--- config.mk ---
export PLATFORM = sky130hd
export DESIGN_NAME = usb_device_event_control
export DESIGN_NICKNAME = d
export VERILOG_FILES = /design/src/verilog/usb_device_event_control.v
export VERILOG_INCLUDE_DIRS = /design/src /design/src/verilog
export SDC_FILE = /design/constraint.sdc
export NUM_CORES = 1
export LEC_CHECK = 0
export BUFFER_PORTS_ARGS = -buffer_cell sky130_fd_sc_hd__buf_2
export CAP_MARGIN = 10
export CORE_UTILIZATION = 44
export DETAILED_ROUTE_END_ITERATION = 12
export MAX_ROUTING_LAYER = met4
export PLACE_DENSITY_LB_ADDON = 0.15
export SETUP_SLACK_MARGIN = 0.02
export SLEW_MARGIN = 25
export SYNTH_ARGS = -nofsm -noshare
export SYNTH_HDL_FRONTEND = slang
export SYNTH_SLANG_ARGS = --single-unit
export TNS_END_PERCENT = 30
--- constraint.sdc ---
create_clock -name clk -period 2 [get_ports clk]
set_clock_uncertainty 0.1 [all_clocks]
set_input_delay 0.2 -clock clk [delete_from_list [all_inputs] [get_ports clk]]
set_output_delay 0.2 -clock clk [all_outputs]
set_load 0.05 [all_outputs]
--- src/verilog/usb_dev_event_consts.vh ---
// Register offsets, field positions, reset values and timing for the device event block
`ifndef USB_DEV_EVENT_CONSTS_VH
`define USB_DEV_EVENT_CONSTS_VH

`define CLK_FREQ_MHZ 10
`define SUSPEND_TIME_US 3000
`define RESUME_DRIVE_TIME_US 2000
// Cycle counts at the 10 MHz clock, sized to the 16-bit counters
`define SUSPEND_CYCLES 16'h7530
`define RESUME_DRIVE_CYCLES 16'h4E20

`define ADDR_DEVICE_CONTROL 8'h00
`define ADDR_DEVICE_EVENT_FLAGS 8'h04
`define ADDR_DEVICE_EVENT_ENABLES 8'h08
`define ADDR_DEVICE_ADDRESS 8'h0C
`define ADDR_FRAME_NUMBER_HIGH 8'h10
`define ADDR_FRAME_NUMBER_LOW 8'h14
`define ADDR_FRAME_ERROR_STATUS 8'h18
`define ADDR_ENDPOINT_SELECT 8'h1C
`define ADDR_ENDPOINT_FIFO_RESET 8'h20
`define ADDR_ENDPOINT_CONTROL 8'h24

`define CTL_CPU_RESET_ON_BUS_RESET 3
`define CTL_LOW_SPEED_SELECT 2
`define CTL_REMOTE_WAKE_REQUEST 1
`define CTL_DETACH 0

`define EVT_UPSTREAM_RESUME 6
`define EVT_END_OF_RESUME 5
`define EVT_WAKE 4
`define EVT_END_OF_RESET 3
`define EVT_FRAME_START 2
`define EVT_SUSPEND 0
`define EVT_USED_MASK 8'h7D

`define ENABLES_RESET 8'h08
`define DETACH_RESET 1'b1

`define ADDR_ENABLE_BIT 7
`define FRAME_CRC_ERROR_BIT 4
`define EPC_STALL_REQUEST 5
`define EPC_STALL_REQUEST_CLEAR 4
`define EPC_TOGGLE_RESET 3

`define ENDPOINT_COUNT 7
`define EP_EVENT_COUNT 9

`endif

--- src/verilog/usb_device_event_control.v ---
// Device-level USB event flags, enables, control bits and endpoint control over AHB-Lite
`timescale 1ns/10ps
`default_nettype none
`include "usb_dev_event_consts.vh"

// Functional notes
// - Suspend flag after 3 ms idle J
// - Frame-start flag on every SOF token
// - CRC error flag updated with frame-start
// - Capture 11-bit frame number, even corrupted
// - Flags set regardless of enable bits
// - Upstream resume flag while driving resume
// - End-of-resume flag on host end-of-resume
// - Wake flag on line activity, not self
// - End-of-reset flag; its enable resets set
// - CPU reset on bus reset, bit survives
// - Speed bit picks D+ or D- pull-up
// - Remote wake only while suspended, self-clearing
// - Detach bit disconnects the pull-up
// - Address enable set by software only
// - FIFO reset bits hold endpoint FIFOs
// - Stall request, cleared by new SETUP
// - Stall clear bit disables stall, self-clears
// - Toggle reset forces toggle 0, self-clears
// - Endpoint interrupt on any endpoint event
// - Flags clear only by writing zero
// - Reserved bits read zero, writes ignored
module usb_device_event_control #(
	parameter [15:0] SUSPEND_CYCLES = `SUSPEND_CYCLES, // Idle time before suspend
	parameter [15:0] RESUME_DRIVE_CYCLES = `RESUME_DRIVE_CYCLES // Upstream resume length
) (
	input wire clk, // 10 MHz clock
	input wire rst_b, // Async reset, active low
	input wire hsel, // AHB slave select
	input wire [31:0] haddr, // AHB address
	input wire [1:0] htrans, // AHB transfer type
	input wire hwrite, // AHB write
	input wire [2:0] hsize, // AHB size, word only
	input wire [31:0] hwdata, // AHB write data
	input wire hready, // AHB bus ready
	output reg [31:0] hrdata, // AHB read data
	output reg hreadyout, // AHB slave ready
	output reg hresp, // AHB response, always OKAY
	input wire lineIdleJ, // Bus in idle J state
	input wire sofDetected, // Pulse: SOF token seen
	input wire sofCrcError, // SOF frame number corrupted
	input wire [10:0] sofFrameNumber, // Frame number of the SOF
	input wire busEndOfReset, // Pulse: bus end of reset
	input wire endOfResume, // Pulse: host end of resume
	input wire lineWake, // Pulse: filtered non-idle line
	input wire [6:0] setupReceived, // Pulse per endpoint: new SETUP
	input wire [62:0] epEventFlags, // Nine enabled event flags per endpoint
	input wire hostMode, // Controller in host mode
	input wire usbClockOn, // USB clocks running
	input wire controllerEnable, // Controller enabled
	output reg usbIrq, // Device-level interrupt request
	output reg [6:0] endpointInterrupt, // Per-endpoint interrupt
	output reg cpuResetReq, // Pulse: reset the CPU
	output reg dpPullup, // D+ pull-up on
	output reg dmPullup, // D- pull-up on
	output reg resumeDrive, // Driving upstream resume
	output reg [6:0] deviceAddressValue, // Device address
	output reg addressEnable, // Address active
	output reg [6:0] endpointFifoResetBits, // FIFO reset per endpoint
	output reg [6:0] stallRequest, // Stall request per endpoint
	output reg [6:0] stallClearPulse, // Pulse: stall disabled per endpoint
	output reg [6:0] toggleResetPulse // Pulse: toggle 0 per endpoint
);

	reg rdPend;
	reg wrPend;
	reg [7:0] addrQ;
	reg [7:0] eventFlags;
	reg [7:0] eventEnables;
	reg cpuResetOnBusReset;
	reg lowSpeedSelect;
	reg remoteWakeRequest;
	reg detach;
	reg [10:0] frameNumber;
	reg frameNumberCrcError;
	reg [2:0] endpointNumber;
	reg [15:0] suspendCount;
	reg [15:0] resumeCount;
	reg [7:0] readMux;
	reg [7:0] next_flags;
	wire [7:0] wd;
	wire accept;
	wire wrFlags;
	wire wrCtl;
	wire wrEpCtl;
	wire suspendHit;
	wire [6:0] selOneHot;
	wire [6:0] epAny;

	assign wd = hwdata[7:0];
	assign accept = hsel & htrans[1] & hready;
	assign wrFlags = wrPend & (addrQ == `ADDR_DEVICE_EVENT_FLAGS);
	assign wrCtl = wrPend & (addrQ == `ADDR_DEVICE_CONTROL);
	assign wrEpCtl = wrPend & (addrQ == `ADDR_ENDPOINT_CONTROL);
	assign suspendHit = lineIdleJ & (suspendCount == SUSPEND_CYCLES - 16'h0001);

	genvar ep;
	generate
		for (ep = 0; ep < `ENDPOINT_COUNT; ep = ep + 1) begin : g_ep
			assign selOneHot[ep] = (endpointNumber == ep[2:0]);
			assign epAny[ep] = |epEventFlags[ep*`EP_EVENT_COUNT +: `EP_EVENT_COUNT];
		end
	endgenerate

	// Bus slave: writes take no wait state, reads one so they see the latest write
	always @(posedge clk or negedge rst_b) begin
		if (!rst_b) begin
			rdPend <= 1'b0;
			wrPend <= 1'b0;
			addrQ <= 8'h00;
			hreadyout <= 1'b1;
			hrdata <= 32'h0000_0000;
			hresp <= 1'b0;
		end else begin
			hresp <= 1'b0;
			wrPend <= accept & hwrite;
			if (accept) begin
				addrQ <= haddr[7:0];
			end
			if (rdPend) begin
				hrdata <= {24'h00_0000, readMux};
				hreadyout <= 1'b1;
				rdPend <= 1'b0;
			end else if (accept & ~hwrite) begin
				rdPend <= 1'b1;
				hreadyout <= 1'b0;
			end
		end
	end

	always @* begin
		case (addrQ)
			`ADDR_DEVICE_CONTROL:
				readMux = {4'h0, cpuResetOnBusReset, lowSpeedSelect, remoteWakeRequest, detach};
			`ADDR_DEVICE_EVENT_FLAGS:
				readMux = eventFlags & `EVT_USED_MASK;
			`ADDR_DEVICE_EVENT_ENABLES:
				readMux = eventEnables & `EVT_USED_MASK;
			`ADDR_DEVICE_ADDRESS:
				readMux = {addressEnable, deviceAddressValue};
			`ADDR_FRAME_NUMBER_HIGH:
				readMux = {5'h00, frameNumber[10:8]};
			`ADDR_FRAME_NUMBER_LOW:
				readMux = frameNumber[7:0];
			`ADDR_FRAME_ERROR_STATUS:
				readMux = {3'h0, frameNumberCrcError, 4'h0};
			`ADDR_ENDPOINT_SELECT:
				readMux = {5'h00, endpointNumber};
			`ADDR_ENDPOINT_FIFO_RESET:
				readMux = {1'b0, endpointFifoResetBits};
			`ADDR_ENDPOINT_CONTROL:
				readMux = {2'h0, |(stallRequest & selOneHot), 5'h00};
			default:
				readMux = 8'h00;
		endcase
	end

	// Hardware set wins over a software clear in the same cycle
	always @* begin
		next_flags = eventFlags;
		if (wrFlags) begin
			next_flags[`EVT_END_OF_RESUME] = eventFlags[`EVT_END_OF_RESUME] & wd[`EVT_END_OF_RESUME];
			next_flags[`EVT_END_OF_RESET] = eventFlags[`EVT_END_OF_RESET] & wd[`EVT_END_OF_RESET];
			next_flags[`EVT_FRAME_START] = eventFlags[`EVT_FRAME_START] & wd[`EVT_FRAME_START];
			next_flags[`EVT_SUSPEND] = eventFlags[`EVT_SUSPEND] & wd[`EVT_SUSPEND];
			// These two need the USB clocks running before a clear takes hold
			if (usbClockOn) begin
				next_flags[`EVT_UPSTREAM_RESUME] = eventFlags[`EVT_UPSTREAM_RESUME]
					& wd[`EVT_UPSTREAM_RESUME];
				next_flags[`EVT_WAKE] = eventFlags[`EVT_WAKE] & wd[`EVT_WAKE];
			end
		end
		if (resumeDrive) begin
			next_flags[`EVT_UPSTREAM_RESUME] = 1'b1;
		end
		if (endOfResume) begin
			next_flags[`EVT_END_OF_RESUME] = 1'b1;
		end
		if (lineWake & ~resumeDrive) begin
			next_flags[`EVT_WAKE] = 1'b1;
		end
		if (busEndOfReset) begin
			next_flags[`EVT_END_OF_RESET] = 1'b1;
		end
		if (sofDetected) begin
			next_flags[`EVT_FRAME_START] = 1'b1;
		end
		if (suspendHit) begin
			next_flags[`EVT_SUSPEND] = 1'b1;
		end
		next_flags = next_flags & `EVT_USED_MASK;
	end

	// Event flags, enables and the interrupt request
	always @(posedge clk or negedge rst_b) begin
		if (!rst_b) begin
			eventFlags <= 8'h00;
			eventEnables <= `ENABLES_RESET;
			usbIrq <= 1'b0;
		end else begin
			eventFlags <= next_flags;
			if (wrPend & (addrQ == `ADDR_DEVICE_EVENT_ENABLES)) begin
				eventEnables <= wd & `EVT_USED_MASK;
			end
			usbIrq <= |(eventFlags & eventEnables);
		end
	end

	// Idle counter saturates so the flag is set once per idle period
	always @(posedge clk or negedge rst_b) begin
		if (!rst_b) begin
			suspendCount <= 16'h0000;
		end else if (!lineIdleJ) begin
			suspendCount <= 16'h0000;
		end else if (suspendCount < SUSPEND_CYCLES) begin
			suspendCount <= suspendCount + 16'h0001;
		end
	end

	// Frame number and its CRC flag move together with the frame-start flag
	always @(posedge clk or negedge rst_b) begin
		if (!rst_b) begin
			frameNumber <= 11'h000;
			frameNumberCrcError <= 1'b0;
		end else if (sofDetected) begin
			frameNumber <= sofFrameNumber;
			frameNumberCrcError <= sofCrcError;
		end
	end

	// Device control bits and remote wake-up signalling
	always @(posedge clk or negedge rst_b) begin
		if (!rst_b) begin
			cpuResetOnBusReset <= 1'b0;
			lowSpeedSelect <= 1'b0;
			remoteWakeRequest <= 1'b0;
			detach <= `DETACH_RESET;
			resumeDrive <= 1'b0;
			resumeCount <= 16'h0000;
			cpuResetReq <= 1'b0;
		end else begin
			cpuResetReq <= busEndOfReset & cpuResetOnBusReset;
			if (wrCtl) begin
				lowSpeedSelect <= wd[`CTL_LOW_SPEED_SELECT];
				detach <= wd[`CTL_DETACH];
			end
			// Survives the CPU reset it causes; only disabling the controller drops it
			if (!controllerEnable) begin
				cpuResetOnBusReset <= 1'b0;
			end else if (wrCtl) begin
				cpuResetOnBusReset <= wd[`CTL_CPU_RESET_ON_BUS_RESET];
			end
			if (resumeDrive) begin
				if (resumeCount == RESUME_DRIVE_CYCLES - 16'h0001) begin
					resumeDrive <= 1'b0;
					remoteWakeRequest <= 1'b0;
					resumeCount <= 16'h0000;
				end else begin
					resumeCount <= resumeCount + 16'h0001;
				end
			end else if (wrCtl & wd[`CTL_REMOTE_WAKE_REQUEST] & eventFlags[`EVT_SUSPEND]) begin
				remoteWakeRequest <= 1'b1;
				resumeDrive <= 1'b1;
				resumeCount <= 16'h0000;
			end
		end
	end

	// Pull-ups follow detach and speed; speed has no say in host mode
	always @(posedge clk or negedge rst_b) begin
		if (!rst_b) begin
			dpPullup <= 1'b0;
			dmPullup <= 1'b0;
		end else begin
			dpPullup <= ~detach & ~hostMode & ~lowSpeedSelect;
			dmPullup <= ~detach & ~hostMode & lowSpeedSelect;
		end
	end

	// Address: enable is set by software and dropped by hardware on bus reset
	always @(posedge clk or negedge rst_b) begin
		if (!rst_b) begin
			deviceAddressValue <= 7'h00;
			addressEnable <= 1'b0;
		end else if (busEndOfReset) begin
			addressEnable <= 1'b0;
		end else if (wrPend & (addrQ == `ADDR_DEVICE_ADDRESS)) begin
			deviceAddressValue <= wd[6:0];
			if (wd[`ADDR_ENABLE_BIT]) begin
				addressEnable <= 1'b1;
			end
		end
	end

	// Endpoint selection and FIFO resets
	always @(posedge clk or negedge rst_b) begin
		if (!rst_b) begin
			endpointNumber <= 3'h0;
			endpointFifoResetBits <= 7'h00;
		end else begin
			// Value seven is not guarded; no endpoint then answers
			if (wrPend & (addrQ == `ADDR_ENDPOINT_SELECT)) begin
				endpointNumber <= wd[2:0];
			end
			if (wrPend & (addrQ == `ADDR_ENDPOINT_FIFO_RESET)) begin
				endpointFifoResetBits <= wd[6:0];
			end
		end
	end

	// Per-endpoint stall, toggle reset and interrupt
	always @(posedge clk or negedge rst_b) begin
		if (!rst_b) begin
			stallRequest <= 7'h00;
			stallClearPulse <= 7'h00;
			toggleResetPulse <= 7'h00;
			endpointInterrupt <= 7'h00;
		end else begin
			endpointInterrupt <= epAny;
			stallClearPulse <= {7{wrEpCtl & wd[`EPC_STALL_REQUEST_CLEAR]}} & selOneHot;
			toggleResetPulse <= {7{wrEpCtl & wd[`EPC_TOGGLE_RESET]}} & selOneHot;
			stallRequest <= (stallRequest
				| ({7{wrEpCtl & wd[`EPC_STALL_REQUEST]}} & selOneHot))
				& ~({7{wrEpCtl & wd[`EPC_STALL_REQUEST_CLEAR]}} & selOneHot)
				& ~setupReceived;
		end
	end

endmodule // usb_device_event_control
`default_nettype wire
==> results.yml <==
critical_path:
  slowest_delay_ns: 0.61
  r2r_start: "addrQ[0]"
  critPathMaxFanout: 8
  worstPathRequired_ns: 2.20
  slowest_stage: "or4_4"
  timing.rr.end: "deviceAddressValue[0]"
  r2r_cells: 3
  critPathKind: "flop to flop"
  path_cells: "or4bb_1, or4_4, mux2_2"
  cp.arrival_ns: 2.27
  worstSetupStartpoint: "addrQ[0]"
  ff2ff_setup_slack_ns: -0.07
  worstSetupStartpointType: "flop"
  critPathCaptureType: "flop"
drt:
  drt-pass1-iter-count: 5
  routed_via_density: 5.37
  drc: 0
  wirelength_um: 18100
  final_antenna_net_count: 0
  first_iter_violations: 306
  wl_per_cell_um: 16.9
  vias: 5744
synthesis:
  synthCells: 592
  synth-edff-count: 0
  synthArstFlopShare: 1.00
  syn_avg_cell_area_um2: 10.6
  seq_area_frac_synth: 0.521
  ys_seq_elements: 130
  synth_cell_types: 63
  ys.flop_type: "dfrtp_1"
  yosysMostFrequentCell: "dfrtp_1"
  synth.area.top_cells: "dfrtp_1 51%, mux2_2 8.6%, nand2_1 3.1%"
  synthTopCellsByCount: "127 x dfrtp_1, 52 x nand2_1, 48 x mux2_2"
  ys_warn_count: 0
  syn_area_mm2: 0.00625
  yosysTopAreaCell: "dfrtp_1"
  synth_top_cell_area_share: 0.508
placed_design:
  hpwl_um: 13300
  dpl_cell_area_mm2: 0.00764
  dp_slack_ns: -0.0895
  finalWeightedCongestion: 0.894
  portBuffers: 168
  place.detailed.instances: 979
cts:
  h-tree-depth: 4
  cts_root_buf: "clkbuf_16"
  path_clk_slew_ns: 0.06
  cts.path.max_buffers: 2
  cts_tree: "built"
  cts.sinks: 130
  cts_buffers: 17
  clkLatencyLatePin_ns: 0.41
final_layout:
  syn_to_final_growth_pct: 43.4
  antenna_cells: 0
  n_fill_cell: 1118
  fin_util: 0.646
  final_area_mm2: 0.00897
  drive_gt1_frac: 0.383
  layout.nets: 1044
  stdcell_count: 1070
job:
  cap_viol_max_count: 0
die:
  die_area_mm2: 0.0147
  die_h_um: 121
  core_mm2: 0.0139
  die_w_um: 121
  start_util: 0.451
  ioPinCount: 246
  rows: 43
outcome:
  outcome: "finished, violations left"
  violations: "setup timing"
power:
  p_per_area_mw_per_mm2: 794
  max-vdd-ir-drop_uv: 425
  power.leakage_uw: 0.00416
sta:
  slew_violations: 0
  setup_viol: 9
  post-route-period-util: 1.04
  worst_slack_ns: -0.0717
  fmax_ghz: 0.483
  period_minus_slack_ns: 2.07
  rsz0062_at_grt: "yes"
  finalHoldViolCount: 0
grt:
  antenna_found_initial: 0
  overflow: 0
  grt_use_met2: 0.445
  grt_most_used_layer: "met2"
  grt_pass1_vias: 5574
  grt_max_degree: 48
  grt_pass1_wl_um: 28600
  met1_usage: 0.324
  met3_usage: 0.0578
  grt_util_all_layers: 0.266
worst_hold_path:
  whs_endpoint: "eventFlags[5]"
  min_from: "hwdata[5]"
  hp-class: "input port to flop"
  worstHoldPathCells: 3
worst max path at each step:
stage / end / slack [ns] / cells past startpoint
after global routing: deviceAddressValue[0] / -0.12 / 3
after detailed placement: deviceAddressValue[1] / -0.09 / 3
final: deviceAddressValue[0] / -0.07 / 3
after CTS: deviceAddressValue[1] / -0.07 / 3
after floorplan: resumeCount[11] / -0.07 / 9
after global placement: deviceAddressValue[3] / -0.06 / 3
state kept, by name, summed over array words and instances, names as in the netlist, 3 cells and up:
signal and flops:
hrdata 8, frameNumber 11, eventEnables 6, addrQ 8, stallRequest 7, toggleResetPulse 7
endpointInterrupt 7, stallClearPulse 7, endpointNumber 3, endpointFifoResetBits 7, eventFlags 6, suspendCount 16
deviceAddressValue 7, resumeCount 16
cells in the final DEF (no fill, tap or decap), drive strengths merged, types with 6 or more instances in the layout:
cell and count:
and2 13, buf 231, xnor2 8, clkbuf 27, nand2b 6, nor2 39, inv 10, conb 25
nand2 52, nor3 27, dlygate4sd3 54, nor4 11, nor2b 10, o2bb2ai 7, mux2 48, a31oi 14
nand4 9, and3 9, nand3 30, a21oi 9, a22oi 7, mux2i 10, o21ai 28, dfrtp 127
worst max-delay path, delay by kind of cell, from the launching register on:
kind | cells | cell delay (ns)
DFF | 1 | 0.38
and+or+nand+nor | 2 | 1.16
muxes | 1 | 0.31
power breakdown:
part / switching [uW] / internal (uW) / total (uW)
logic: 641 / 464 / 1100
clock network: 1080 / 2090 / 3170
registers: 98.7 / 2740 / 2840
per-stage QoR:
stage               total power (uW)  hold slack (ns)  TNS, ns
floorplan                       3450           -0.196    -1.54
global placement                3870           0.0654   -0.428
detailed placement              3880           0.0661   -0.633
CTS                             7140          0.00355   -0.619
global route                    7390           0.0315    -1.08
finish                          7120          0.00504   -0.578
layout make-up:
type / instances / area [um^2] / share of cell area
Timing Repair Buffer: 288 / 1930 / 0.215
Clock buffer: 27 / 543 / 0.0605
Tap cell: 180 / 225 / 0.0251
Multi-Input combinational cell: 430 / 2900 / 0.323
Sequential cell: 130 / 3260 / 0.363
Clock inverter: 4 / 70.1 / 0.00781
Inverter: 11 / 41.3 / 0.00460
cells by family after synthesis:
| logic type | count (synthesis) | share of synthesized area |
|---|---|---|
| AOI/OAI and AO/OA | 107 | 0.119 |
| DFF | 130 | 0.521 |
| adders and majority gates | 2 | 0.00400 |
| buffers and inverters | 56 | 0.0492 |
| and+or+nand+nor | 229 | 0.189 |
| muxes | 59 | 0.106 |
| other | 1 | 0.000600 |
| xor gates and xnor gates | 8 | 0.0112 |
per-layer routing:
metal / share of wire / vias to the layer above / wire length [um]
met2: 0.50 / 231 / 9130
met4: 0.015 / 0 / 269
met3: 0.059 / 24 / 1080
met5: 0 / - / 0
li1: - / 2693 / -
met1: 0.42 / 2796 / 7640
what timing repair did:
| action | CTS | global route |
|---|---|---|
| pin swaps | 6 | 12 |
| endpoints found under the hold margin | 82 | 0 |
| hold buffers | 57 | 0 |
| buffers inserted | 2 | 1 |
| endpoints found under the setup margin | 27 | 51 |
| resized for setup | 7 | 34 |
Power figures use the tool's default switching activity.
